--- src/uart_spi_map.svh ---
`ifndef UART_SPI_MAP_SVH
`define UART_SPI_MAP_SVH
// ----------------------------------------
// Register byte offsets
// ----------------------------------------
`define OFS_CTRL 8'h00
`define OFS_BAUD 8'h04
`define OFS_TXD 8'h08
`define OFS_RXD 8'h0c
`define OFS_STAT 8'h10
`define OFS_MASK 8'h14
`define OFS_INFO 8'h18
// ----------------------------------------
// Reset values
// ----------------------------------------
`define CTRL_RST 8'h00
`define BAUD_RST 8'h0f
`define MASK_RST 8'h00
// ----------------------------------------
// Status and mask bit positions
// ----------------------------------------
`define ST_TXE 0
`define ST_TXI 1
`define ST_RXF 2
`define ST_OVR 3
`define ST_ADR 4
`define ST_PAR 5
`define ST_FRM 6
`define ST_NOI 7
// ----------------------------------------
// Timing: sixteen baud ticks per bit; receive FIFO depth
// ----------------------------------------
`define TICK_LAST 4'hf
`define SAMP_A 4'h7
`define SAMP_C 4'h9
`define RX_DEPTH 3'h4
// ----------------------------------------
// Bus responses
// ----------------------------------------
`define RESP_OK 2'h0
`define RESP_ERR 2'h2
`endif

--- src/uart_spi_pkg.sv ---
package uart_spi_pkg;
    // Serial line sequencer states, shared by both directions
    typedef enum logic [2:0] {
        LN_IDLE = 3'h0,
        LN_START = 3'h1,
        LN_DATA = 3'h2,
        LN_PAR = 3'h3,
        LN_STOP = 3'h4
    } line_state_t;
    // Control register fields, bit 0 first from the right
    typedef struct packed {
        logic addr_en;
        logic two_stop;
        logic par_odd;
        logic par_en;
        logic nine;
        logic rxe;
        logic txe;
        logic uen;
    } ctrl_t;
    // One received character with its error flags
    typedef struct packed {
        logic noise;
        logic frame;
        logic parity;
        logic [8:0] data;
    } rx_word_t;
endpackage : uart_spi_pkg
--- src/spi_attached_uart_module.sv ---
// Contract
// Transmit pin driven only when both enabled
// Receive input used only when both enabled
// Interrupt events give low pulse to host
// Eight or nine data bits selectable
// Even, odd or no parity
// One or two stop bits
// Baud rate from 8-bit prescaler
// Flag parity, framing, noise, overrun errors
// Address detect interrupt on last bit one
// Transmitter and receiver enabled independently, full duplex
// Four-entry receive FIFO
// Separate transmit, receive, overrun, address interrupt sources
// Host link select held high when undriven; select_pullup stays low while aresetn is low
// Host supplies clock up to 20 MHz
// Start bit low, LSB first, idle high
// Overrun when FIFO full; no overwrite
//
// Design decisions made here: register access over AXI4-Lite and the address map.
`timescale 1ns/1ps
`default_nettype none
`include "uart_spi_map.svh"
module spi_attached_uart_module import uart_spi_pkg::*; (
    // Clock and reset
    input wire logic aclk,
    input wire logic aresetn,
    // AXI4-Lite write
    input wire logic awvalid,
    output logic awready,
    input wire logic [7:0] awaddr,
    input wire logic wvalid,
    output logic wready,
    input wire logic [31:0] wdata,
    input wire logic [3:0] wstrb,
    output logic bvalid,
    input wire logic bready,
    output logic [1:0] bresp,
    // AXI4-Lite read
    input wire logic arvalid,
    output logic arready,
    input wire logic [7:0] araddr,
    output logic rvalid,
    input wire logic rready,
    output logic [31:0] rdata,
    output logic [1:0] rresp,
    // Serial line
    input wire logic rx_in,
    output logic tx_out,
    output logic tx_oe,
    // Host link
    input wire logic spi_select_in,
    output logic select_pullup,
    output logic irq,
    output logic host_irq_n
);
    // ----------------------------------------
    // Shared decode
    // ----------------------------------------
    function automatic logic is_mapped(input logic [7:0] a);
        return a == `OFS_CTRL || a == `OFS_BAUD || a == `OFS_TXD || a == `OFS_RXD
            || a == `OFS_STAT || a == `OFS_MASK || a == `OFS_INFO;
    endfunction : is_mapped
    // Parity bit over the active data width; odd flips it
    function automatic logic par_of(input logic [8:0] d, input logic n9, input logic odd);
        return (^(n9 ? d : {1'b0, d[7:0]})) ^ odd;
    endfunction : par_of

    // ----------------------------------------
    // Register bus
    // ----------------------------------------
    ctrl_t ctrl, next_ctrl; // Mode and enables
    logic [7:0] baud, next_baud; // Prescaler reload
    logic [7:0] mask, next_mask; // Interrupt mask
    logic [7:0] status; // Sticky events
    logic [7:0] waddr, next_waddr; // Held write address
    logic [31:0] wd, next_wd; // Held write data
    logic [3:0] wst, next_wst; // Held byte strobes
    logic next_awready, next_wready, next_bvalid, next_arready, next_rvalid;
    logic [1:0] next_bresp, next_rresp;
    logic [31:0] next_rdata, lm, mv;
    logic [7:0] w1c; // Status bits to clear
    logic wr_txd, pop;
    logic [2:0] count; // FIFO fill level
    rx_word_t head; // Oldest FIFO entry
    logic sel_meta, sel_s, tx_full;
    line_state_t tx_st, rx_st;

    // Byte-lane mask from the held strobes
    assign lm = {{8{wst[3]}}, {8{wst[2]}}, {8{wst[1]}}, {8{wst[0]}}};

    // Address and data are taken in either order; the write lands once both are held
    always_comb begin
        next_awready = awready;
        next_wready = wready;
        next_bvalid = bvalid;
        next_bresp = bresp;
        next_waddr = waddr;
        next_wd = wd;
        next_wst = wst;
        next_arready = arready;
        next_rvalid = rvalid;
        next_rdata = rdata;
        next_rresp = rresp;
        next_ctrl = ctrl;
        next_baud = baud;
        next_mask = mask;
        mv = 32'h0;
        wr_txd = 1'b0;
        w1c = 8'h00;
        pop = 1'b0;
        if (awvalid && awready) begin
            next_waddr = awaddr;
            next_awready = 1'b0;
        end
        if (wvalid && wready) begin
            next_wd = wdata;
            next_wst = wstrb;
            next_wready = 1'b0;
        end
        if (!awready && !wready && !bvalid) begin
            next_bvalid = 1'b1;
            next_bresp = is_mapped(waddr) ? `RESP_OK : `RESP_ERR;
            case (waddr)
                `OFS_CTRL: begin
                    mv = ({24'h0, ctrl} & ~lm) | (wd & lm);
                    next_ctrl = ctrl_t'(mv[7:0]);
                end
                `OFS_BAUD: begin
                    mv = ({24'h0, baud} & ~lm) | (wd & lm);
                    next_baud = mv[7:0];
                end
                `OFS_MASK: begin
                    mv = ({24'h0, mask} & ~lm) | (wd & lm);
                    next_mask = mv[7:0];
                end
                `OFS_TXD: wr_txd = wst[0] && wst[1];
                `OFS_STAT: w1c = wd[7:0] & lm[7:0];
                default: ;
            endcase
        end
        if (bvalid && bready) begin
            next_bvalid = 1'b0;
            next_awready = 1'b1;
            next_wready = 1'b1;
        end
        if (arvalid && arready) begin
            next_arready = 1'b0;
            next_rvalid = 1'b1;
            next_rresp = is_mapped(araddr) ? `RESP_OK : `RESP_ERR;
            case (araddr)
                `OFS_CTRL: next_rdata = {24'h0, ctrl};
                `OFS_BAUD: next_rdata = {24'h0, baud};
                `OFS_RXD: begin
                    // Reading the data word removes it from the FIFO
                    next_rdata = {19'h0, count != 3'h0, head};
                    pop = count != 3'h0;
                end
                `OFS_STAT: next_rdata = {24'h0, status};
                `OFS_MASK: next_rdata = {24'h0, mask};
                `OFS_INFO: next_rdata = {26'h0, sel_s, tx_full, tx_st != LN_IDLE, count};
                default: next_rdata = 32'h0;
            endcase
        end
        if (rvalid && rready) begin
            next_rvalid = 1'b0;
            next_arready = 1'b1;
        end
    end

    // Bus registers
    always_ff @(posedge aclk) begin
        if (!aresetn) begin
            awready <= 1'b1;
            wready <= 1'b1;
            bvalid <= 1'b0;
            bresp <= `RESP_OK;
            arready <= 1'b1;
            rvalid <= 1'b0;
            rdata <= 32'h0;
            rresp <= `RESP_OK;
            waddr <= 8'h00;
            wd <= 32'h0;
            wst <= 4'h0;
            ctrl <= ctrl_t'(`CTRL_RST);
            baud <= `BAUD_RST;
            mask <= `MASK_RST;
        end else begin
            awready <= next_awready;
            wready <= next_wready;
            bvalid <= next_bvalid;
            bresp <= next_bresp;
            arready <= next_arready;
            rvalid <= next_rvalid;
            rdata <= next_rdata;
            rresp <= next_rresp;
            waddr <= next_waddr;
            wd <= next_wd;
            wst <= next_wst;
            ctrl <= next_ctrl;
            baud <= next_baud;
            mask <= next_mask;
        end
    end

    // ----------------------------------------
    // Synchronisers and baud prescaler
    // ----------------------------------------
    logic rx_meta, rx_s; // Receive pin, two stages
    logic [7:0] pcnt, next_pcnt;
    logic tick; // One pulse per sixteenth of a bit
    assign tick = pcnt == 8'h00;
    // Divide by baud + 1; a bit lasts sixteen ticks
    assign next_pcnt = tick ? baud : pcnt - 8'h01;

    always_ff @(posedge aclk) begin
        if (!aresetn) begin
            rx_meta <= 1'b1;
            rx_s <= 1'b1;
            sel_meta <= 1'b1;
            sel_s <= 1'b1;
            select_pullup <= 1'b0;
            pcnt <= 8'h00;
        end else begin
            rx_meta <= rx_in;
            rx_s <= rx_meta;
            sel_meta <= spi_select_in;
            sel_s <= sel_meta;
            select_pullup <= 1'b1;
            pcnt <= next_pcnt;
        end
    end

    // ----------------------------------------
    // Transmitter
    // ----------------------------------------
    logic ten; // Transmit side enabled
    line_state_t next_tx_st;
    logic [3:0] tcnt, next_tcnt, tbit, next_tbit;
    logic [8:0] tsh, next_tsh, tx_buf, next_tx_buf;
    logic next_tx_full, next_tx_out, tbend, ev_txe, ev_txi;
    assign ten = ctrl.uen && ctrl.txe;
    assign tbend = tick && tcnt == `TICK_LAST;

    // One holding register feeds the shifter, so software can queue a character
    always_comb begin
        next_tx_st = tx_st;
        next_tcnt = (tick && tx_st != LN_IDLE) ? tcnt + 4'h1 : tcnt;
        next_tbit = tbit;
        next_tsh = tsh;
        next_tx_buf = tx_buf;
        next_tx_full = tx_full;
        ev_txe = 1'b0;
        ev_txi = 1'b0;
        // A write while the buffer is full is dropped
        if (wr_txd && ten && !tx_full) begin
            next_tx_full = 1'b1;
            next_tx_buf = wd[8:0];
        end
        unique case (tx_st)
            LN_IDLE: if (tx_full && tick) begin
                next_tx_st = LN_START;
                next_tsh = tx_buf;
                next_tx_full = 1'b0;
                next_tcnt = 4'h0;
                ev_txe = 1'b1;
            end
            LN_START: if (tbend) begin
                next_tx_st = LN_DATA;
                next_tbit = 4'h0;
            end
            LN_DATA: if (tbend) begin
                next_tbit = tbit + 4'h1;
                if (tbit == (ctrl.nine ? 4'h8 : 4'h7)) begin
                    next_tx_st = ctrl.par_en ? LN_PAR : LN_STOP;
                    next_tbit = 4'h0;
                end
            end
            LN_PAR: if (tbend) begin
                next_tx_st = LN_STOP;
            end
            LN_STOP: if (tbend) begin
                if (ctrl.two_stop && tbit == 4'h0) begin
                    next_tbit = 4'h1;
                end else begin
                    next_tx_st = LN_IDLE;
                    ev_txi = !next_tx_full;
                end
            end
            default: next_tx_st = LN_IDLE;
        endcase
        if (!ten) begin
            next_tx_st = LN_IDLE;
            next_tx_full = 1'b0;
        end
        // Line level for the coming state, so the pin is registered
        unique case (next_tx_st)
            LN_START: next_tx_out = 1'b0;
            LN_DATA: next_tx_out = next_tsh[next_tbit];
            LN_PAR: next_tx_out = par_of(next_tsh, ctrl.nine, ctrl.par_odd);
            default: next_tx_out = 1'b1;
        endcase
    end

    // Transmitter registers
    always_ff @(posedge aclk) begin
        if (!aresetn) begin
            tx_st <= LN_IDLE;
            tcnt <= 4'h0;
            tbit <= 4'h0;
            tsh <= 9'h000;
            tx_buf <= 9'h000;
            tx_full <= 1'b0;
            tx_out <= 1'b1;
            tx_oe <= 1'b0;
        end else begin
            tx_st <= next_tx_st;
            tcnt <= next_tcnt;
            tbit <= next_tbit;
            tsh <= next_tsh;
            tx_buf <= next_tx_buf;
            tx_full <= next_tx_full;
            tx_out <= next_tx_out;
            tx_oe <= ten;
        end
    end

    // ----------------------------------------
    // Receiver
    // ----------------------------------------
    logic ren, maj, noisy, rbend, rx_push;
    line_state_t next_rx_st;
    logic [3:0] rcnt, next_rcnt, rbit, next_rbit;
    logic [8:0] rsh, next_rsh;
    logic [2:0] samp, next_samp; // Three mid-bit samples
    logic rnoise, next_rnoise, rperr, next_rperr;
    rx_word_t rx_word;
    assign ren = ctrl.uen && ctrl.rxe;
    // Majority vote; any disagreement marks noise
    assign maj = (samp[0] & samp[1]) | (samp[0] & samp[2]) | (samp[1] & samp[2]);
    assign noisy = (|samp) && !(&samp);
    assign rbend = tick && rcnt == `TICK_LAST;

    always_comb begin
        next_rx_st = rx_st;
        next_rcnt = (tick && rx_st != LN_IDLE) ? rcnt + 4'h1 : rcnt;
        next_rbit = rbit;
        next_rsh = rsh;
        next_rnoise = rnoise;
        next_rperr = rperr;
        next_samp = samp;
        rx_push = 1'b0;
        rx_word = {rnoise | noisy, !maj, rperr, rsh};
        if (tick && rcnt >= `SAMP_A && rcnt <= `SAMP_C) begin
            next_samp = {samp[1:0], rx_s};
        end
        unique case (rx_st)
            LN_IDLE: if (tick && !rx_s) begin
                next_rx_st = LN_START;
                next_rcnt = 4'h0;
            end
            // A start bit that votes high was a glitch; go back to idle
            LN_START: if (rbend) begin
                next_rx_st = maj ? LN_IDLE : LN_DATA;
                next_rbit = 4'h0;
                next_rsh = 9'h000;
                next_rnoise = noisy;
                next_rperr = 1'b0;
            end
            LN_DATA: if (rbend) begin
                next_rsh[rbit] = maj;
                next_rnoise = rnoise | noisy;
                next_rbit = rbit + 4'h1;
                if (rbit == (ctrl.nine ? 4'h8 : 4'h7)) begin
                    next_rx_st = ctrl.par_en ? LN_PAR : LN_STOP;
                end
            end
            LN_PAR: if (rbend) begin
                next_rperr = maj != par_of(rsh, ctrl.nine, ctrl.par_odd);
                next_rnoise = rnoise | noisy;
                next_rx_st = LN_STOP;
            end
            // Only the first stop bit is checked, so two-stop senders are also accepted
            LN_STOP: if (rbend) begin
                rx_push = 1'b1;
                next_rx_st = LN_IDLE;
            end
            default: next_rx_st = LN_IDLE;
        endcase
        if (!ren) begin
            next_rx_st = LN_IDLE;
        end
    end

    // Receiver registers
    always_ff @(posedge aclk) begin
        if (!aresetn) begin
            rx_st <= LN_IDLE;
            rcnt <= 4'h0;
            rbit <= 4'h0;
            rsh <= 9'h000;
            samp <= 3'h7;
            rnoise <= 1'b0;
            rperr <= 1'b0;
        end else begin
            rx_st <= next_rx_st;
            rcnt <= next_rcnt;
            rbit <= next_rbit;
            rsh <= next_rsh;
            samp <= next_samp;
            rnoise <= next_rnoise;
            rperr <= next_rperr;
        end
    end

    // ----------------------------------------
    // Receive FIFO and interrupts
    // ----------------------------------------
    rx_word_t mem [4], next_mem [4];
    logic [1:0] wp, next_wp, rp, next_rp;
    logic [2:0] next_count;
    logic [7:0] ev, next_status;
    logic fifo_wr;
    assign head = mem[rp];

    always_comb begin
        next_mem = mem;
        // A full FIFO refuses the character, even if a read pops this cycle
        fifo_wr = rx_push && count != `RX_DEPTH;
        next_wp = fifo_wr ? wp + 2'h1 : wp;
        next_rp = pop ? rp + 2'h1 : rp;
        next_count = count + {2'h0, fifo_wr} - {2'h0, pop};
        if (fifo_wr) begin
            next_mem[wp] = rx_word;
        end
        ev = 8'h00;
        ev[`ST_TXE] = ev_txe;
        ev[`ST_TXI] = ev_txi;
        ev[`ST_RXF] = fifo_wr;
        ev[`ST_OVR] = rx_push && !fifo_wr;
        ev[`ST_ADR] = rx_push && ctrl.addr_en && (ctrl.nine ? rsh[8] : rsh[7]);
        ev[`ST_PAR] = rx_push && rx_word.parity;
        ev[`ST_FRM] = rx_push && rx_word.frame;
        ev[`ST_NOI] = rx_push && rx_word.noise;
        // A new event wins over a clear in the same cycle
        next_status = (status & ~w1c) | ev;
    end

    // FIFO and interrupt registers
    always_ff @(posedge aclk) begin
        if (!aresetn) begin
            mem <= '{default: '0};
            wp <= 2'h0;
            rp <= 2'h0;
            count <= 3'h0;
            status <= 8'h00;
            irq <= 1'b0;
            host_irq_n <= 1'b1;
        end else begin
            mem <= next_mem;
            wp <= next_wp;
            rp <= next_rp;
            count <= next_count;
            status <= next_status;
            irq <= |(next_status & next_mask);
            // Same mask as the level output, so a pulse never lacks a set irq
            host_irq_n <= !(|(ev & next_mask));
        end
    end
endmodule : spi_attached_uart_module
`default_nettype wire

--- config.mk ---
export PLATFORM = sky130hd
export DESIGN_NAME = spi_attached_uart_module
export DESIGN_NICKNAME = d
export VERILOG_FILES = /design/src/uart_spi_pkg.sv /design/src/spi_attached_uart_module.sv
export VERILOG_INCLUDE_DIRS = /design/src
export SDC_FILE = /design/constraint.sdc
export NUM_CORES = 1
export LEC_CHECK = 0
export BUFFER_PORTS_ARGS = -buffer_cell sky130_fd_sc_hd__buf_2
export CELL_PAD_IN_SITES_DETAIL_PLACEMENT = 0
export CELL_PAD_IN_SITES_GLOBAL_PLACEMENT = 1
export CORE_ASPECT_RATIO = 0.75
export CORE_MARGIN = 2
export CORE_UTILIZATION = 45
export CTS_CLUSTER_DIAMETER = 80
export CTS_CLUSTER_SIZE = 10
export DETAILED_ROUTE_END_ITERATION = 12
export PLACE_DENSITY_LB_ADDON = 0.1
export SYNTH_ARGS = -nofsm -noshare
export SYNTH_HDL_FRONTEND = slang
export SYNTH_SLANG_ARGS = --single-unit
--- constraint.sdc ---
create_clock -name aclk -period 3.15 [get_ports aclk]
set_input_delay 0.1575 -clock aclk [delete_from_list [all_inputs] [get_ports aclk]]
set_output_delay 0.1575 -clock aclk [all_outputs]
set_load 0.1 [all_outputs]
==> results.md, run 1 <==
* Status: finished clean
* Seq cells post-synth at 198
* Total Negative Setup Slacks at 0 ns
* Filler instances at 2,000
* Total power per unit cell area at 512 nW/um^2
* Max stage delay on crit path at 0.69 ns
* Endpoint of the most critical register-to-register path: irq
* Startpoint class of the critical path: flip-flop
* Worst hold path stage count at 3
* Wire length of the first global-routing pass at 39,700 microns
* Post-Synthesis Cell Area at 9560 sq um
* CTS HTree Levels at 4
* Start-to-end type of the worst setup path: flip-flop to flip-flop
* Via density per instance at 5.21
* Startpoint of the lowest-slack hold path: bready
* Leakage dissipation at 4.24 nW
* Final setup slack of the worst path at 0.321 ns
* Share of async-settable or async-resettable flops after synthesis at 0
* Unrepaired setup endpoints after global routing: false
* Average instance area after synthesis at 8.97 sq um
* Gate count after technology mapping at 1,066
* Slew @ Worst Pin at 0.947 ns
* Netlist cell types at 72
* Critical path arrival at 3.14 ns
* Setup Fix Bufs, Post-CTS at 0
* Clock sinks at 198
* Aggregate global routing overflow at 0
* Starting density of the core at 0.455
* Worst hold-check path type: input pin to flip-flop
* Minimum clock period after layout at 2.83 ns
* Final hold vios at 0
* Vias after detailed routing at 7,551
* Count of inserted antenna diode cells at 0
* Width of the die at 172 microns
* Antenna Violating Nets Remaining at 0
* CTS resizes at 0
* Vias in the first global route at 6,983
* Hold EP: awready
* Number of antenna violations at the first check in global routing at 0
* Net count, final at 1,226
* Final worst clock skew at 0.0135 ns
* Combined global-route utilization of all metal layers at 0.231
* Primary flip-flop cell chosen by synthesis mapping: sky130_fd_sc_hd__dfxtp_1
* Post-synth EDFFs at 0
* Number of buffers inserted by hold repair at cts at 22
* Minimum setup slack after placement at 0.357 ns
* Insertion delay to the later sink of the worst-skew pair at 0.44 ns
* Final period utilization at 0.898
* Worst Hold Slack at 0.0122 ns
* Final-report max-slew violation count at 0
* Port bufs at 60
* Flop2flop setup slack at 0.32 ns
* Worst path required time at 3.46 ns
* Post-synth top area share at 0.415
* Number of buffers and inverters on the critical path at 0
* # IOs at 107
* Slowest stage cell on the critical path: sky130_fd_sc_hd__nor4b_4
* Maximum number of pins on one net before global-route repair at 52
* Worst-path fanout max at 12
* Synth-to-layout area growth at 15.2%
* Worst slew margin relative to its limit at 0.364
* CTS tree: yes
* Maximum clock insertion buffer count at 2
* Number of core rows at 46
* Max-cap violation count at 0
* Number of buffers inserted during clock tree synthesis at 17
* DR iter-0 viols at 726
* Number of setup violations in the final report at 0
* VDD IR max at 0.323 mV
* DR WL/cell at 17.3 microns
* Leading cell types by total area after synthesis: sky130_fd_sc_hd__dfxtp_1 41%, sky130_fd_sc_hd__nand2_1 7.8%, sky130_fd_sc_hd__mux2i_1 6.9%
* Cell chain of the critical path: nor3_2, nand4_1, nor4b_4, a21boi_0, a31oi_1, o22ai_1, o41a_1
* Power, Total at 5.64 mW
* Gate family responsible for the most delay along the worst path: simple AND/OR/NAND/NOR gates
* Cell taking the most area after synthesis: sky130_fd_sc_hd__dfxtp_1
* Area of the die at 22,400 sq um
* Fmax achieved at 0.353 GHz
* Logic depth of the worst register-to-register path at 7
* Sequential area share after synthesis at 0.415
* Endpoint class of the critical path: flip-flop
* Total core area at 21,000 sq um
* Pre-antenna DRT Iters at 5
* Height of the chip at 130 microns
* Final GP Congestion at 0.808
* CTS clk-pin slew, worst paths at 0.08 ns
* Total wirelength of the detailed-routed design at 25,000 microns
* Clock Tree Root: sky130_fd_sc_hd__clkbuf_16
* Post-detailed-placement half-perimeter wirelength at 18,000 microns
* Ratio of cells with drive above 1 in the final layout at 0.140
* Leading cell types by count after synthesis: 198 x sky130_fd_sc_hd__dfxtp_1, 198 x sky130_fd_sc_hd__nand2_1, 71 x sky130_fd_sc_hd__a21boi_0
* Beginning of the worst register-to-register path: awready
* Post-route DRC violation count at 0
* Number of synthesis warnings at 0
-- per-stage QoR --
stage / instances / area (sq um) / utilization
after floorplan: 1086 / 9640 / -
after global placement: 1394 / 10200 / 0.486
after detailed placement: 1394 / 10200 / 0.486
after CTS: 1448 / 11000 / 0.524
after global routing: 1448 / 11000 / 0.524
final: 1448 / 11000 / 0.524
-- sequential cells by signal, summed over array words and instances, names as in the netlist, 8 cells and up, named ones only --
| register | count |
|---|---|
| pcnt | 8 |
| tsh | 9 |
| rsh | 9 |
| wd | 9 |
| waddr | 8 |
| tx_buf | 9 |
| mem | 48 |
| mask | 8 |
| status | 8 |
| rdata | 13 |
-- metal layers --
layer | track usage | part of all wire
met4 | 0.0420 | 0.0051
met1 | 0.376 | 0.56
met2 | 0.311 | 0.39
met5 | 0 | 0
met3 | 0.0416 | 0.049
-- worst register-to-register path: stages (launching register included) --
cell	delay, ns
sky130_fd_sc_hd__dfxtp_1	0.44
sky130_fd_sc_hd__nor3_2	0.26
sky130_fd_sc_hd__nand4_1	0.34
sky130_fd_sc_hd__nor4b_4	0.70
sky130_fd_sc_hd__a21boi_0	0.19
sky130_fd_sc_hd__a31oi_1	0.24
sky130_fd_sc_hd__o22ai_1	0.15
sky130_fd_sc_hd__o41a_1	0.39
-- power breakdown --
part | total, mW | internal (mW) | switching (mW) | leakage [nW]
clock | 2.21 | 1.14 | 1.08 | 0.284
combinational | 0.764 | 0.249 | 0.515 | 2.35
sequential | 2.66 | 2.57 | 0.0869 | 1.60
-- worst max-delay path by stage --
stage            start        to  depth (start not counted)
3_5_place_dp   pcnt[0]  count[2]                         13
4_1_cts        pcnt[0]  count[2]                         13
3_3_place_gp   pcnt[0]  count[2]                         13
6_report       awready       irq                          7
2_1_floorplan  arready  count[2]                         10
5_1_grt        pcnt[0]  count[2]                         13
-- cell type report --
cell class | count | area, sq um | share of cell area
clock buffers | 18 | 429 | 0.0390
clock inverters | 14 | 156 | 0.0142
inverters | 27 | 101 | 0.00921
multi-input cells | 783 | 5190 | 0.471
flip-flops and latches | 198 | 3960 | 0.360
well taps | 288 | 360 | 0.0327
repair buffers | 120 | 808 | 0.0734
-- logic make-up (layout without fill, tap and decap cells) --
family,count (synthesis),after routing,synth area share
xor gates and xnor gates,35,35,0.0321
AOI/OAI and AO/OA,206,206,0.153
muxes,85,85,0.109
DFF,198,198,0.415
other,1,21,0.000392
and+or+nand+nor,418,418,0.216
adders and majority gates,18,18,0.0243
buffers and inverters,105,179,0.0504
-- placed cells by master (no fill, tap or decap), types with 26 or more instances in the layout --
| master | Yosys | final |
|---|---|---|
| sky130_fd_sc_hd__a21boi_0 | 71 | 71 |
| sky130_fd_sc_hd__a21oi_1 | 28 | 28 |
| sky130_fd_sc_hd__buf_2 | 7 | 59 |
| sky130_fd_sc_hd__buf_4 | 21 | 39 |
| sky130_fd_sc_hd__dfxtp_1 | 198 | 198 |
| sky130_fd_sc_hd__inv_1 | 26 | 26 |
| sky130_fd_sc_hd__mux2i_1 | 66 | 66 |
| sky130_fd_sc_hd__nand2_1 | 198 | 198 |
| sky130_fd_sc_hd__nand3_1 | 34 | 34 |
| sky130_fd_sc_hd__nor2_1 | 34 | 34 |
| sky130_fd_sc_hd__nor2b_1 | 61 | 61 |
| sky130_fd_sc_hd__o21ai_0 | 31 | 31 |
| sky130_fd_sc_hd__xnor2_1 | 28 | 28 |
Power figures use the tool's default switching activity.
==> run 2: changes to the inputs <==
--- a/config.mk
+++ b/config.mk
@@ -16,6 +16,7 @@
 export CTS_CLUSTER_SIZE = 10
 export DETAILED_ROUTE_END_ITERATION = 12
 export PLACE_DENSITY_LB_ADDON = 0.1
+export SLEW_MARGIN = 20
 export SYNTH_ARGS = -nofsm -noshare
 export SYNTH_HDL_FRONTEND = slang
 export SYNTH_SLANG_ARGS = --single-unit
==> constraint.sdc (replaced) <==
create_clock -name aclk -period 3.15 [get_ports aclk]
set_input_delay 0.1575 -clock aclk [delete_from_list [all_inputs] [get_ports aclk]]
set_output_delay 0.1575 -clock aclk [all_outputs]
set_load 0.005 [all_outputs]
==> results.md, run 2 (same netlist as run 1, synthesis figures left out) <==
* Status: finished clean
* Sw Share at 0.256 (-0.0419)
* Startpoint class of the critical path: flip-flop
* Final GP Congestion at 0.813 (+0.72%)
* Endpoint of the most critical register-to-register path: count[2]
* Total core area at 21,000 sq um (unchanged)
* Regs by FF count: mem (48), rdata (13)
* Worst Hold Slack at 0.0152 ns (+0.00300 ns)
* Logic gate share of total power at 0.101 (-0.034)
* Dpl cells at 1,395 (+0.072%)
* Final cell count without fillers at 1,447 (-0.069%)
* Post-route cell area at 11,000 sq um (+0.35%)
* Met1 wire length at 13,900 microns (-0.32%)
* Synth-to-layout area growth at 15.6%
* Count of inserted antenna diode cells at 0 (unchanged)
* Maximum clock insertion buffer count at 2 (unchanged)
* Slew @ Worst Pin at 0.913 ns (-0.0342 ns)
* Reg with most FFs: mem
* Internal power at 4.17 mW (+5.5%)
* Clock Tree Root: sky130_fd_sc_hd__clkbuf_16
* Number of core rows at 46 (unchanged)
* Start-to-end type of the worst setup path: flip-flop to flip-flop
* Minimum setup slack after placement at 0.366 ns (+0.00851 ns)
* # IOs at 107 (unchanged)
* Max-cap violation count at 0 (unchanged)
* Number of buffers inserted during clock tree synthesis at 17 (unchanged)
* Vias after detailed routing at 7,601 (+0.66%)
* Detailed-routed wire length on met3 at 1290 microns (+6.2%)
* DR WL/cell at 17.2 microns (-0.50%)
* Startpoint of the lowest-slack hold path: bready
* Area of the die at 22,400 sq um (unchanged)
* Height of the chip at 130 microns (unchanged)
* Part of the power in the clock network at 0.426 (+0.033)
* Antenna Violating Nets Remaining at 0 (unchanged)
* Clock sinks at 198 (unchanged)
* Beginning of the worst register-to-register path: pcnt[0]
* Logic depth of the worst register-to-register path at 13 (+6)
* Ratio of cells with drive above 1 in the final layout at 0.142 (+0.00185)
* Total Negative Setup Slacks at 0 ns (unchanged)
* CTS clk-pin slew, worst paths at 0.08 ns (about the same)
* Total wirelength of the detailed-routed design at 24,900 microns (-0.57%)
* Final hold vios at 0 (unchanged)
* Post-route DRC violation count at 0 (unchanged)
* Placement Cell Area at 10,200 sq um (about the same)
* CTS HTree Levels at 4 (unchanged)
* Most frequent cells in the layout: 198 x sky130_fd_sc_hd__nand2_1, 198 x sky130_fd_sc_hd__dfxtp_1, 71 x sky130_fd_sc_hd__a21boi_0, 66 x sky130_fd_sc_hd__mux2i_1, 61 x sky130_fd_sc_hd__nor2b_1
* Final worst clock skew at 0.0137 ns (+0.000273 ns)
* Vias in the first global route at 6,911 (-1.0%)
* Starting density of the core at 0.455 (unchanged)
* Pre-antenna DRT Iters at 6 (+1)
* Width of the die at 172 microns (unchanged)
* DR iter-0 viols at 681 (-6.2%)
* Slowest stage cell on the critical path: sky130_fd_sc_hd__fa_1
* Gate family responsible for the most delay along the worst path: simple AND/OR/NAND/NOR gates
* Via density per instance at 5.25 (+0.73%)
* Worst path required time at 3.48 ns (+0.02 ns)
* Number of buffers and inverters on the critical path at 3 (+3)
* Power, Total at 5.61 mW (-0.48%)
* Post-layout util at 0.526 (+0.00185)
* CTS resizes at 0 (unchanged)
* Worst-path fanout max at 4 (-8)
* Worst slew margin relative to its limit at 0.387 (+0.0224)
* Post-detailed-placement half-perimeter wirelength at 17,800 microns (-1.1%)
* Port bufs at 60 (unchanged)
* Worst hold path stage count at 3 (unchanged)
* Aggregate global routing overflow at 0 (unchanged)
* Max stage delay on crit path at 0.38 ns (-0.31 ns)
* Final period utilization at 0.897 (-0.00123)
* Worst hold-check path type: input pin to flip-flop
* Number of flip-flops in the largest register at 48 (unchanged)
* Uppermost layer routed: met4
* Cell chain of the critical path: inv_1, ha_1, nor4b_4, nand2_2, nor3_1, nand2_1, ha_1, inv_1, ha_1, inv_1, fa_1, xnor2_1, and2_1
* Net count, final at 1,225 (-0.082%)
* Flop2flop setup slack at 0.32 ns (about the same)
* Unrepaired setup endpoints after global routing: false
* Maximum number of pins on one net before global-route repair at 52 (unchanged)
* Fmax achieved at 0.354 GHz (+0.14%)
* Total power per unit cell area at 508 nW/um^2 (-0.83%)
* Number of antenna violations at the first check in global routing at 0 (unchanged)
* Hold EP: wready
* VDD IR max at 0.461 mV (+43%)
* Minimum clock period after layout at 2.83 ns (-0.00386 ns)
* Endpoint class of the critical path: flip-flop
* Number of setup violations in the final report at 0 (unchanged)
* Insertion delay to the later sink of the worst-skew pair at 0.44 ns (about the same)
* Combined global-route utilization of all metal layers at 0.231 (+0.000573)
* Leakage dissipation at 4.27 nW (+0.66%)
* Sequential cell fraction of total power at 0.473 (about the same)
* CTS tree: yes
* Final setup slack of the worst path at 0.325 ns (+0.00386 ns)
* Switching power total at 1.44 mW (-14%)
* Wire length of the first global-routing pass at 39,700 microns (+0.16%)
* Final-report max-slew violation count at 0 (unchanged)
* Critical path arrival at 3.16 ns (+0.02 ns)
* Routed met2 length at 9420 microns (-3.4%)
-- run 2: changes by cell type in the layout (fill, tap and decap cells not counted), sizes merged --
cell,change
buf,+1
bufinv,+3
clkbuf,-1
clkinv,+3
clkinvlp,-2
dlygate4sd3,-2
inv,-3
-- run 2: cell type report --
cell class	instances	area (sq um)
sequential	198	3960
multi-input combinational	783	5190
inverter	27	101
fill	2009	9960
clock buffer	17	425
timing repair buffer	119	796
tap	288	360
clock inverter	15	211
-- run 2: routing by layer --
layer  track usage  up-vias
met5             0        -
met4        0.0524        0
met3        0.0361       18
met2         0.307      198
met1         0.380     3565
li1              -     3820
-- run 2: worst max path at each step --
stage / start / depth (start not counted) / slack [ns] / endpoint
2_1_floorplan: pcnt[0] / 14 / 0.38 / count[2]
6_report: pcnt[0] / 13 / 0.32 / count[2]
4_1_cts: pcnt[0] / 13 / 0.32 / count[2]
3_3_place_gp: rcnt[0] / 11 / 0.43 / count[2]
3_5_place_dp: pcnt[0] / 13 / 0.37 / count[2]
5_1_grt: wready / 7 / 0.06 / irq
-- run 2: what timing repair did --
action,4_1_cts,5_1_grt
hold buffers,20,0
hold endpoints to repair,20,0
setup buffers,0,0
-- run 2: tightest hold or removal path: stages --
cell	delay (ns)
sky130_fd_sc_hd__buf_2	0.09
sky130_fd_sc_hd__a21boi_0	0.11
sky130_fd_sc_hd__o21ai_0	0.07
-- run 2: power groups by stage --
stage | clock (mW) | sequential (mW) | combinational, mW
floorplan | 0 | 2.69 | 0.375
global placement | 0 | 2.71 | 0.532
detailed placement | 0 | 2.71 | 0.536
CTS | 2.43 | 2.65 | 0.562
global route | 2.53 | 2.67 | 0.629
finish | 2.39 | 2.66 | 0.566
